--- src/common/sync_check_pkg.sv ---
// Constants, field layout and types of the sync check voltage window.
// Voltages are magnitudes in units of 0.01 V secondary.
package sync_check_pkg;

  localparam int ADDR_W  = 5;
  localparam int V_W     = 16;
  localparam int RCF_W   = 8;
  localparam int PROD_W  = 24;
  localparam int DEG_W   = 9;

  // Register byte offsets
  localparam logic [ADDR_W-1:0] OFS_CTRL = 5'h00;
  localparam logic [ADDR_W-1:0] OFS_RCF  = 5'h04;
  localparam logic [ADDR_W-1:0] OFS_VLO  = 5'h08;
  localparam logic [ADDR_W-1:0] OFS_VHI  = 5'h0c;
  localparam logic [ADDR_W-1:0] OFS_STAT = 5'h10;

  // Control field positions
  localparam int CTRL_EN_BIT    = 0;
  localparam int CTRL_DELTA_BIT = 1;
  localparam int CTRL_SEL_LSB   = 4;
  localparam int CTRL_ANG_LSB   = 8;

  // Setting limits, in hundredths; ANG_MAX counts 30 degree steps
  localparam int RCF_MIN   = 50;
  localparam int RCF_MAX   = 200;
  localparam int V_MAX     = 30000;
  localparam int ANG_MAX   = 11;

  localparam logic [RCF_W-1:0] RCF_RST   = 8'h64;
  localparam logic [RCF_W-1:0] RCF_UNITY = 8'h64;
  localparam logic [V_W-1:0]   VLO_RST   = 16'h0000;
  localparam logic [V_W-1:0]   VHI_RST   = 16'h0000;
  localparam logic [DEG_W-1:0] ANG_STEP  = 9'h01e;
  localparam logic [7:0]       THR_SCALE = 8'h64;

  localparam logic [1:0] RESP_OKAY   = 2'h0;
  localparam logic [1:0] RESP_SLVERR = 2'h2;

  // A/B/C name AB/BC/CA on a delta connection
  typedef enum logic [1:0] {
    SEL_PH_A,
    SEL_PH_B,
    SEL_PH_C,
    SEL_ANGLE
  } phase_sel_t;

endpackage

--- src/common/phase_sel_if.sv ---
// Carries the phase selection and the measured phase voltages.
// Joined between the top module and its phase selector.
`timescale 1ns/100ps
interface phase_sel_if;
  import sync_check_pkg::*;
  phase_sel_t     sel;
  logic [V_W-1:0] va;
  logic [V_W-1:0] vb;
  logic [V_W-1:0] vc;
  logic [V_W-1:0] v_phase;
  logic [V_W-1:0] v_ref;

  modport ctl (output sel, va, vb, vc, input v_phase, v_ref);
  modport sel_side (input sel, va, vb, vc, output v_phase, v_ref);
endinterface

--- src/verilog/phase_select.sv ---
// Routes the phase-side and reference voltages from the selector.
// Purely combinational; the caller registers the results.
`timescale 1ns/100ps
module phase_select
(
  phase_sel_if.sel_side ps
);
  import sync_check_pkg::*;

  // Frequency reference is always the A (or AB) input
  assign ps.v_ref = ps.va;

  always_comb
  begin
    case (ps.sel)
      SEL_PH_B: ps.v_phase = ps.vb;
      SEL_PH_C: ps.v_phase = ps.vc;
      SEL_ANGLE: ps.v_phase = ps.va;
      default: ps.v_phase = ps.va;
    endcase
  end
endmodule

--- src/verilog/window_cmp.sv ---
// Healthy-voltage window on a scaled magnitude.
// Thresholds arrive already multiplied by the gain's unity value.
`timescale 1ns/100ps
module window_cmp
  #(parameter int V_W    = 16,
    parameter int G_W    = 8,
    parameter int PROD_W = 24)
(
  input  wire logic [V_W-1:0]    volt,
  input  wire logic [G_W-1:0]    gain,
  input  wire logic [PROD_W-1:0] lo_scaled,
  input  wire logic [PROD_W-1:0] hi_scaled,
  output logic                   in_window
);
  logic [PROD_W-1:0] prod;

  // Correction by multiplication avoids dividing the thresholds
  assign prod = PROD_W'(volt) * PROD_W'(gain);
  // Both bounds exclusive
  assign in_window = (prod > lo_scaled) && (prod < hi_scaled);
endmodule

--- src/verilog/sync_check_voltage_window.sv ---
// Sync check voltage window: AXI4-Lite settings, phase selection,
// ratio correction and the three healthy-voltage flags.
// Assumes one-cycle meas_valid with magnitudes in 0.01 V units.
`timescale 1ns/100ps
module sync_check_voltage_window
(
  input  wire logic                            aclk,
  input  wire logic                            aresetn,
  input  wire logic [sync_check_pkg::ADDR_W-1:0] s_axi_awaddr,
  input  wire logic                            s_axi_awvalid,
  output logic                                 s_axi_awready,
  input  wire logic [31:0]                     s_axi_wdata,
  input  wire logic [3:0]                      s_axi_wstrb,
  input  wire logic                            s_axi_wvalid,
  output logic                                 s_axi_wready,
  output logic [1:0]                           s_axi_bresp,
  output logic                                 s_axi_bvalid,
  input  wire logic                            s_axi_bready,
  input  wire logic [sync_check_pkg::ADDR_W-1:0] s_axi_araddr,
  input  wire logic                            s_axi_arvalid,
  output logic                                 s_axi_arready,
  output logic [31:0]                          s_axi_rdata,
  output logic [1:0]                           s_axi_rresp,
  output logic                                 s_axi_rvalid,
  input  wire logic                            s_axi_rready,
  input  wire logic                            meas_valid,
  input  wire logic [sync_check_pkg::V_W-1:0]  va,
  input  wire logic [sync_check_pkg::V_W-1:0]  vb,
  input  wire logic [sync_check_pkg::V_W-1:0]  vc,
  input  wire logic [sync_check_pkg::V_W-1:0]  vs,
  output logic                                 reference_healthy,
  output logic                                 phase_side_healthy,
  output logic                                 sync_input_healthy,
  output logic                                 result_strobe,
  output logic [sync_check_pkg::V_W-1:0]       ref_freq_voltage,
  output logic [sync_check_pkg::V_W-1:0]       sync_freq_voltage,
  output logic [sync_check_pkg::V_W-1:0]       phase_side_voltage,
  output logic [sync_check_pkg::DEG_W-1:0]     angle_lag_deg,
  output logic                                 transformer_connection_type
);
  import sync_check_pkg::*;

  logic              en_ff;
  logic              delta_ff;
  phase_sel_t        sel_ff;
  logic [3:0]        ang_ff;
  logic [RCF_W-1:0]  rcf_ff;
  logic [V_W-1:0]    vlo_ff;
  logic [V_W-1:0]    vhi_ff;
  logic [2:0]        flags_ff;
  logic              strobe_ff;
  logic [V_W-1:0]    ref_v_ff;
  logic [V_W-1:0]    sync_v_ff;
  logic [V_W-1:0]    ph_v_ff;
  logic [DEG_W-1:0]  lag_ff;

  logic              awready_ff;
  logic              wready_ff;
  logic              aw_got_ff;
  logic              w_got_ff;
  logic [ADDR_W-1:0] waddr_ff;
  logic [31:0]       wdata_ff;
  logic [3:0]        wstrb_ff;
  logic              bvalid_ff;
  logic [1:0]        bresp_ff;
  logic              arready_ff;
  logic              rvalid_ff;
  logic [31:0]       rdata_ff;
  logic [1:0]        rresp_ff;

  logic              aw_hs;
  logic              w_hs;
  logic              ar_hs;
  logic              do_write;
  logic              nxt_aw_got;
  logic              nxt_w_got;
  logic [31:0]       merged;
  logic [2:0]        win;
  logic [PROD_W-1:0] lo_scaled;
  logic [PROD_W-1:0] hi_scaled;
  logic [V_W-1:0]    volt [3];
  logic [RCF_W-1:0]  gain [3];

  function automatic logic addr_ok(input logic [ADDR_W-1:0] a);
    return (a == OFS_CTRL) || (a == OFS_RCF) || (a == OFS_VLO) ||
           (a == OFS_VHI) || (a == OFS_STAT);
  endfunction

  function automatic logic [31:0] read_word(input logic [ADDR_W-1:0] a);
    logic [31:0] w;
    w = 32'h0;
    case (a)
      OFS_CTRL:
      begin
        w[CTRL_EN_BIT]         = en_ff;
        w[CTRL_DELTA_BIT]      = delta_ff;
        w[CTRL_SEL_LSB +: 2]   = sel_ff;
        w[CTRL_ANG_LSB +: 4]   = ang_ff;
      end
      OFS_RCF:  w[RCF_W-1:0] = rcf_ff;
      OFS_VLO:  w[V_W-1:0]   = vlo_ff;
      OFS_VHI:  w[V_W-1:0]   = vhi_ff;
      OFS_STAT: w[2:0]       = flags_ff;
      default:  w = 32'h0;
    endcase
    return w;
  endfunction

  // AXI write channels are taken independently, answered when both held
  assign aw_hs      = s_axi_awvalid & awready_ff;
  assign w_hs       = s_axi_wvalid & wready_ff;
  assign do_write   = aw_got_ff & w_got_ff & ~bvalid_ff;
  assign nxt_aw_got = aw_hs | (aw_got_ff & ~do_write);
  assign nxt_w_got  = w_hs | (w_got_ff & ~do_write);

  always_comb
  begin
    merged = read_word(waddr_ff);
    for (int i = 0; i < 4; i++)
    begin
      if (wstrb_ff[i])
        merged[8*i +: 8] = wdata_ff[8*i +: 8];
    end
  end

  always_ff @(posedge aclk)
  begin
    if (!aresetn)
    begin
      aw_got_ff  <= 1'b0;
      w_got_ff   <= 1'b0;
      awready_ff <= 1'b0;
      wready_ff  <= 1'b0;
      waddr_ff   <= '0;
      wdata_ff   <= 32'h0;
      wstrb_ff   <= 4'h0;
    end
    else
    begin
      aw_got_ff  <= nxt_aw_got;
      w_got_ff   <= nxt_w_got;
      awready_ff <= ~nxt_aw_got;
      wready_ff  <= ~nxt_w_got;
      if (aw_hs)
        waddr_ff <= s_axi_awaddr;
      if (w_hs)
      begin
        wdata_ff <= s_axi_wdata;
        wstrb_ff <= s_axi_wstrb;
      end
    end
  end

  always_ff @(posedge aclk)
  begin
    if (!aresetn)
    begin
      bvalid_ff <= 1'b0;
      bresp_ff  <= RESP_OKAY;
    end
    else if (do_write)
    begin
      bvalid_ff <= 1'b1;
      bresp_ff  <= addr_ok(waddr_ff) ? RESP_OKAY : RESP_SLVERR;
    end
    else if (s_axi_bready)
      bvalid_ff <= 1'b0;
  end

  always_ff @(posedge aclk)
  begin
    if (!aresetn)
    begin
      arready_ff <= 1'b0;
      rvalid_ff  <= 1'b0;
      rdata_ff   <= 32'h0;
      rresp_ff   <= RESP_OKAY;
    end
    else
    begin
      arready_ff <= ~(ar_hs | (rvalid_ff & ~s_axi_rready));
      if (ar_hs)
      begin
        rvalid_ff <= 1'b1;
        rdata_ff  <= read_word(s_axi_araddr);
        rresp_ff  <= addr_ok(s_axi_araddr) ? RESP_OKAY : RESP_SLVERR;
      end
      else if (s_axi_rready)
        rvalid_ff <= 1'b0;
    end
  end
  assign ar_hs = s_axi_arvalid & arready_ff;

  // Settings; out-of-range values are dropped and the old one kept
  always_ff @(posedge aclk)
  begin
    if (!aresetn)
    begin
      en_ff    <= 1'b0;
      delta_ff <= 1'b0;
      sel_ff   <= SEL_PH_A;
      ang_ff   <= 4'h0;
      rcf_ff   <= RCF_RST;
      vlo_ff   <= VLO_RST;
      vhi_ff   <= VHI_RST;
    end
    else if (do_write)
    begin
      case (waddr_ff)
        OFS_CTRL:
        begin
          en_ff    <= merged[CTRL_EN_BIT];
          delta_ff <= merged[CTRL_DELTA_BIT];
          sel_ff   <= phase_sel_t'(merged[CTRL_SEL_LSB +: 2]);
          if (32'(merged[CTRL_ANG_LSB +: 4]) <= ANG_MAX)
            ang_ff <= merged[CTRL_ANG_LSB +: 4];
        end
        OFS_RCF:
          if (merged >= RCF_MIN && merged <= RCF_MAX)
            rcf_ff <= merged[RCF_W-1:0];
        OFS_VLO:
          if (merged <= V_MAX)
            vlo_ff <= merged[V_W-1:0];
        OFS_VHI:
          if (merged <= V_MAX)
            vhi_ff <= merged[V_W-1:0];
        default: ;
      endcase
    end
  end

  phase_sel_if ps ();
  assign ps.sel = sel_ff;
  assign ps.va  = va;
  assign ps.vb  = vb;
  assign ps.vc  = vc;

  phase_select u_phase_select
  (
    .ps (ps.sel_side)
  );

  // Shared thresholds; no transformer ratio or nominal setting enters
  assign lo_scaled = PROD_W'(vlo_ff) * PROD_W'(THR_SCALE);
  assign hi_scaled = PROD_W'(vhi_ff) * PROD_W'(THR_SCALE);

  // Channel 0 reference, 1 phase side, 2 sync input
  assign volt[0] = ps.v_ref;
  assign gain[0] = rcf_ff;
  assign volt[1] = ps.v_phase;
  assign gain[1] = rcf_ff;
  assign volt[2] = vs;
  assign gain[2] = RCF_UNITY;

  for (genvar g = 0; g < 3; g++)
  begin : g_win
    window_cmp #(.V_W(V_W), .G_W(RCF_W), .PROD_W(PROD_W)) u_win
    (
      .volt      (volt[g]),
      .gain      (gain[g]),
      .lo_scaled (lo_scaled),
      .hi_scaled (hi_scaled),
      .in_window (win[g])
    );
  end

  always_ff @(posedge aclk)
  begin
    if (!aresetn || !en_ff)
    begin
      flags_ff  <= 3'h0;
      strobe_ff <= 1'b0;
    end
    else
    begin
      strobe_ff <= meas_valid;
      if (meas_valid)
        flags_ff <= win;
    end
  end

  // Raw voltages onward; the corrected value never leaves this block
  always_ff @(posedge aclk)
  begin
    if (!aresetn || !en_ff)
    begin
      ref_v_ff  <= '0;
      sync_v_ff <= '0;
      ph_v_ff   <= '0;
      lag_ff    <= '0;
    end
    else
    begin
      if (meas_valid)
      begin
        ref_v_ff  <= ps.v_ref;
        sync_v_ff <= vs;
        ph_v_ff   <= ps.v_phase;
      end
      lag_ff <= (sel_ff == SEL_ANGLE) ? {5'h0, ang_ff} * ANG_STEP : '0;
    end
  end

  assign s_axi_awready      = awready_ff;
  assign s_axi_wready       = wready_ff;
  assign s_axi_bvalid       = bvalid_ff;
  assign s_axi_bresp        = bresp_ff;
  assign s_axi_arready      = arready_ff;
  assign s_axi_rvalid       = rvalid_ff;
  assign s_axi_rdata        = rdata_ff;
  assign s_axi_rresp        = rresp_ff;
  assign reference_healthy  = flags_ff[0];
  assign phase_side_healthy = flags_ff[1];
  assign sync_input_healthy = flags_ff[2];
  assign result_strobe      = strobe_ff;
  assign ref_freq_voltage   = ref_v_ff;
  assign sync_freq_voltage  = sync_v_ff;
  assign phase_side_voltage = ph_v_ff;
  assign angle_lag_deg      = lag_ff;
  assign transformer_connection_type = delta_ff;
endmodule

--- config.mk ---
export PLATFORM = sky130hd
export DESIGN_NAME = sync_check_voltage_window
export DESIGN_NICKNAME = d
export VERILOG_FILES = /design/src/common/sync_check_pkg.sv /design/src/common/phase_sel_if.sv /design/src/verilog/phase_select.sv /design/src/verilog/window_cmp.sv /design/src/verilog/sync_check_voltage_window.sv
export SDC_FILE = /design/constraint.sdc
export NUM_CORES = 1
export LEC_CHECK = 0
export ABC_AREA = 1
export BUFFER_PORTS_ARGS = -buffer_cell sky130_fd_sc_hd__buf_2
export CORE_MARGIN = 10
export CORE_UTILIZATION = 60
export CTS_BUF_LIST = sky130_fd_sc_hd__clkbuf_4
export DETAILED_ROUTE_END_ITERATION = 16
export GPL_ROUTABILITY_DRIVEN = 1
export GPL_TIMING_DRIVEN = 0
export PLACE_DENSITY = 0.9
export REMOVE_ABC_BUFFERS = 1
export SLEW_MARGIN = 15
export SYNTH_ARGS = -nofsm -noshare
export SYNTH_HDL_FRONTEND = slang
export SYNTH_HIERARCHICAL = 1
export SYNTH_SLANG_ARGS = --single-unit
--- constraint.sdc ---
create_clock -name aclk -period 11.61 [get_ports aclk]
set_input_delay 0.5805 -clock aclk [delete_from_list [all_inputs] [get_ports aclk]]
set_output_delay 0.5805 -clock aclk [all_outputs]
set_load 0.02 [all_outputs]
* Word-level counts from Yosys, hierarchy flattened *
Cells that the tools add are included.

storage, ports and cells
  input port bits = 118
  register bits after elaboration = 177

operators by class
  bitwise operators = 18
  reductions and logical operators = 25
  order comparisons = 10
  multipliers = 6
  mux-type cells = 25
  equality and inequality tests = 11

operators by type and width
  kind                                                               number
  greater-than comparator 24 x 23 -> 1 bit                           3
  less-than comparator 24 x 23 -> 1 bit                              3
  multiplier 16 x 5 -> 21 bit (second input constant)                3
  multiplier 16 x 8 -> 24 bit                                        2
  >= comparator 32 x 6 -> 1 bit (second input constant)              1
  less-or-equal comparator 32 x 15 -> 1 bit (second input constant)  1
  less-or-equal comparator 32 x 8 -> 1 bit (second input constant)   1
  two-way mux 8 bit                                                  4
  one-hot mux 16 bit (2 select lines)                                1
  one-hot mux 4 bit (3 select lines)                                 2
  == test 5 x 4 -> 1 bit (second input constant)                     4
  one-hot mux 2 bit (5 select lines)                                 2
  one-hot mux 2 bit (4 select lines)                                 2
  one-hot mux 4 bit (2 select lines)                                 2
  one-hot mux 2 bit (3 select lines)                                 2
  AND reduction 3 bit                                                4
  == test 5 x 3 -> 1 bit (second input constant)                     2
  == test 5 bit (second input constant)                              2
  logical NOT 5 bit                                                  2
  logical OR 1 bit                                                   9
  AND 1 bit                                                          8
  multiplier 4 x 4 -> 8 bit (second input constant)                  1
  one-hot mux 1 bit (4 select lines)                                 2
  inverter 1 bit                                                     7
  12 further kinds                                                   25

* Depth between registers and ports, before layout *
  depth after elaboration = 6
  gate-level depth with buffers = 42
  mapped depth without buffers = 39

* Cells and area by module *
The synthesis kept the hierarchy.

by module, submodules not included
  module                       area each (um^2)  cells each  sequential area each (um^2)  times used
  sync_check_voltage_window    11116.9           1536        3483.3                       1
  window_cmp (g_win[2].u_win)  5947.0            931         0.0                          1
  window_cmp (g_win[0].u_win)  5893.2            925         0.0                          1
  window_cmp (g_win[1].u_win)  5850.6            913         0.0                          1
  phase_select                 616.8             124         0.0                          1

* Least setup slack after synthesis *
No wires, ideal clock.

  path kind = register -> register
  from = register sel_ff[0], in the netlist ps.sel[0]
  to = register flags_ff[1]
  data arrival time = 5.768 ns
  setup time = 0.070 ns
  path buffers = 3
  period minus slack after synthesis = 5.839 ns
  cell stages (with the launch flop) = 35
  required time = 11.540 ns
  slack = 5.771 ns
  path through = dfxtp_1 -> inv_1 -> ha_1 -> buf_6 -> buf_4 -> nand2_1 -> nand2_1 -> clkbuf_1 -> nand2_1 -> inv_1 -> fa_1 -> inv_1 -> fa_1 -> inv_1 -> fa_1 -> inv_1 -> fa_1 -> inv_1 -> ha_1 -> a21oi_1 -> o21ai_0 -> a21oi_1 -> nand3_1 -> nand2_1 -> nand2_1 -> ha_1 -> nand2_1 -> nor2_1 -> nand2_1 -> nor2_1 -> a21boi_0 -> nor2_1 -> nor2_1 -> nand2_1 -> a21oi_1

on the way
  word-level cells in the longest chain between the ends = 5

RTL lines
  element                                                                                                   line                              RTL
  start, declared                                                                                           sync_check_voltage_window.sv:45   phase_sel_t sel_ff;
  start signal, assigned                                                                                    sync_check_voltage_window.sv:214  sel_ff <= phase_sel_t'(merged[CTRL_SEL_LSB +: 2]);
  == test 2 bit / == test 2 x 1 -> 1 bit (equally long branches)                                            phase_select.sv:15                case (ps.sel)
  one-hot mux 16 bit (2 select lines) *                                                                     phase_select.sv:15
  net ps.v_phase[10]                                                                                        phase_sel_if.sv:10                logic [V_W-1:0] v_phase;
  multiplier 16 x 8 -> 24 bit *                                                                             window_cmp.sv:18                  assign prod = PROD_W'(volt) * PROD_W'(gain);
  greater-than comparator 24 x 23 -> 1 bit / less-than comparator 24 x 23 -> 1 bit (equally long branches)  window_cmp.sv:20                  assign in_window = (prod > lo_scaled) && (prod < hi_scaled);
  logical AND 1 bit *                                                                                       window_cmp.sv:20
  net win[1]                                                                                                sync_check_voltage_window.sv:78   logic [2:0] win;
  end signal, assigned                                                                                      sync_check_voltage_window.sv:278  flags_ff <= win;
  end, declared                                                                                             sync_check_voltage_window.sv:50   logic [2:0] flags_ff;

The timed path passes the listed nets; every way through them passes the cells marked *.
A chain may end at the register's enable or synchronous reset.

* Worst setup path after layout *
Ends and elaborated chain as after synthesis.

==> summary by stage <==
Critical path
The cell repeated most along the worst path is sky130_fd_sc_hd__nand2_1. The startpoint class of the critical path is a flip-flop. Across all register-to-register paths, the minimum setup slack is 4.42 ns.

The worst setup path is of the reg2reg kind. The logic depth of the worst register-to-register path is 30. Along the worst path, the maximum fanout reaches 17.

Among all stages on the critical path, the largest delay is contributed by sky130_fd_sc_hd__ha_1. On the worst path, the slowest cell contributes a delay of 0.68 ns. The worst setup path is captured at a flip-flop.

STA puts the critical path data required time at 12.32 ns. The endpoint arrival time on the critical path is 7.90 ns.

Yosys
After synthesis, the share of flip-flops with an asynchronous set or reset is 0. In the post-synthesis netlist, the cell with the most instances is sky130_fd_sc_hd__nand2_1. The synthesized netlist occupies a cell area of 29,420 µm².

The number of synthesized register bits is 174. The prevailing post-synth register cell is sky130_fd_sc_hd__dfxtp_1. By area the synthesized netlist is led by sky130_fd_sc_hd__fa_1 (19%), sky130_fd_sc_hd__ha_1 (17%), sky130_fd_sc_hd__nand2_1 (16%), sky130_fd_sc_hd__inv_1 (14%), sky130_fd_sc_hd__dfxtp_1 (12%). The mean instance size in the synthesized netlist is 6.644 µm².

The part of the Yosys area used for sequential elements is 0.1184. The synthesis warning total is 6. The share of synthesized area in the top cell type comes to 0.1898. The largest total area in the synthesized netlist belongs to sky130_fd_sc_hd__fa_1. The number of distinct standard cells referenced by the synthesized netlist is 61. The commonest cells after synthesis are sky130_fd_sc_hd__nand2_1 (1,238), sky130_fd_sc_hd__inv_1 (1,097), sky130_fd_sc_hd__ha_1 (392). The number of flops mapped to enable cells by yosys is 0. The number of instances in the synthesized netlist is 4,429.

Timing
The number of pins with negative max-slew slack in the final report is 0. The clock period minus final worst setup slack is 7.187 ns. The worst pin sits at a relative slew slack of 0.2132. Setup repair after global routing left no endpoint under its margin.

For the final database, setup skew stands at 0.06404 ns. The number of setup violations in the final report is 0. Dividing the final minimum period by the clock period gives 0.6190.

Derived from the worst setup path, the maximum achievable clock frequency is 139.1 MHz. The hold violation total from the final report is 0. Summed over all failing endpoints, the final setup total negative slack is 0 ns.

At the pin with the least slew margin, the transition time is 1.180 ns. The worst hold margin is 0.08623 ns.

Power
The static leakage power is 18.95 nW. The overall power is 4.086 mW. The worst voltage drop across the vdd grid is 0.1312 mV. The power per unit of standard cell area is 130.8 nW/µm².

Drt
For this block, the initial DRC count from the detailed router was 2,362. The via density per instance is 5.310. The number of routed nets with antenna violations is 0. The wire length per cell after detailed routing is 14.84 µm. The total vias in the final route is 27,679.

The final routed DRC violation total is 0. The total length of routed wires is 77,380 µm. The length of the first detailed-routing pass in iterations is 6.

Cells and area
The final-layout fill cell count is 4,149. The area growth from synthesis to final layout is 6.187%. For this run, the post-layout net count is 5,321. Once layout is complete, the utilization of the core stands at 0.6409. Once layout is done, the placed cells without fillers occupy 31,250 µm².

Of the cells placed in the final design, the portion with a size suffix greater than 1 is 0.07437.

Floorplan
The x dimension of the die is 241.5 µm. Pin placement for this block handled 221 I/O pins. The die is 241.5 µm tall.

The initial core utilization is 0.6036. The floorplan step defined a die boundary enclosing 58,300 µm². The initialized floorplan defines 81 standard-cell rows.

The area of the placeable core is 48,750 µm².

Global routing
The number of global-route vias before repair is 27,038. The number of antenna violations at the first check in global routing was 2. The total global routing overflow is 0. In the global route stage, overall resource usage came out at 0.2669. The first-pass GRT wire length is 126,900 µm. Entering global routing, the biggest net connects 97 pins.

Placed design
The placer congestion estimate is 0.9773. The number of buffer cells added on primary ports is 201. Summing all placed instances gives a cell area of 30,510 µm².

Detailed placement ended at an HPWL of 61,210 µm.

Flow run
Across the run, the number of max-cap violations was 0.

Run status
The run finished with clean final reports.

Clock network
In this run the clock root is driven by a sky130_fd_sc_hd__clkbuf_4. For the worst-skew pair, the clock arrives at the later sink with an insertion delay of 0.84 ns. Clock-pin slew was measured on the worst setup and hold paths at 0.18 ns. The number of clock buffers inserted by TritonCTS is 17. The clock net sink count is 174. The clock tree from TritonCTS is done.

The level count of the clock H-tree is 4. The number of gates resized after cts is 0. The clock passes through at most 2 buffers.

Worst hold path
The number of stages on the worst hold path is 3. The worst hold-check path type is in2reg.
## report_power, final
part	leakage, nW	total, mW	internal (mW)	switching (mW)
Clock	0.183	0.441	0.119	0.322
Sequential	1.41	0.627	0.613	0.0139
Combinational	17.4	3.02	1.12	1.90
Total	19.0	4.09	1.85	2.24
## logic make-up (layout without fill, tap and decap cells)
| kind of cell | after synthesis | after routing | share of synthesized area |
|---|---|---|---|
| xor gates and xnor gates | 66 | 66 | 0.01965 |
| other | 2 | 49 | 0.0002552 |
| and+or+nand+nor | 1761 | 1761 | 0.2461 |
| DFF | 174 | 174 | 0.1184 |
| AOI/OAI and AO/OA | 440 | 440 | 0.08258 |
| adders and majority gates | 671 | 671 | 0.3565 |
| buffers and inverters | 1315 | 1388 | 0.1766 |
## timing repair
item                                   4_1_cts  5_1_grt
setup buffers                                0        0
endpoints found under the hold margin       37        0
hold buffers                                37        0
## per-layer routing
layer	vias up	global-route usage	part of all wire
met1	12768	0.3185	0.39
met2	1244	0.4544	0.48
met5	-	0	0
met4	0	0.1259	0.044
met3	262	0.05334	0.091
li1	13405	-	-
## metrics by stage
stage                     std cells  worst slack [ns]
after global routing           5213             3.996
after floorplan                4269             5.698
final                          5213             4.423
after detailed placement       5140             4.628
after CTS                      5209             4.565
after global placement         5134             4.709
## layout by cell type, fill, tap and decap left out, drive strengths merged, types with 4 or more instances in the layout
cell type       n
nand4          71
inv          1123
conb           45
a211oi          4
buf           207
clkbuf         17
nand3         127
a21boi         11
ha            392
a21o            9
diode           4
xnor2          17
a21oi         264
o21bai         18
xor2           49
dfxtp         174
o21ai         100
fa            279
clkinv          4
nor3           12
o21a            7
nand3b          4
dlygate4sd3    37
nor4            5
nor2          272
o221ai          9
nand2        1264
## worst paths after layout
kind | from | endpoint
setup / recovery | ps.sel[0] | flags_ff[1]
hold / removal | s_axi_wstrb[0] | wstrb_ff[0]
setup reg to reg | ps.sel[0] | flags_ff[1]
hold reg to reg | sync_freq_voltage[3] | sync_freq_voltage[3]
## critical path, delay by kind of cell (launching register included)
| family | cells | cell delay [ns] |
|---|---|---|
| AOI/OAI and AO/OA | 3 | 0.48 |
| xor gates and xnor gates | 1 | 0.45 |
| adders and majority gates | 7 | 3.44 |
| buffers and inverters | 6 | 0.50 |
| DFF | 1 | 0.57 |
| and+or+nand+nor | 13 | 1.63 |
## flip-flops by register name, summed over array words and instances, names as in the netlist, 5 cells and up
| name | flops |
|---|---|
| wdata_ff | 32 |
| phase_side_voltage | 16 |
| ref_freq_voltage | 16 |
| s_axi_rdata | 16 |
| sync_freq_voltage | 16 |
| vhi_ff | 16 |
| vlo_ff | 16 |
| angle_lag_deg | 8 |
| rcf_ff | 8 |
| waddr_ff | 5 |
## area by class of cell
| cell class | count | area (µm²) | share of cell area |
|---|---|---|---|
| multi-input combinational | 2983 | 20930 | 0.6700 |
| tap | 664 | 830.8 | 0.02659 |
| clock buffer | 17 | 127.6 | 0.004085 |
| inverter | 1112 | 4177 | 0.1337 |
| clock inverter | 15 | 222.7 | 0.007128 |
| timing repair buffer | 244 | 1450 | 0.04641 |
| antenna | 4 | 10.01 | 0.0003204 |
| sequential | 174 | 3493 | 0.1118 |
No activity file was read; power rests on OpenSTA's default activity.
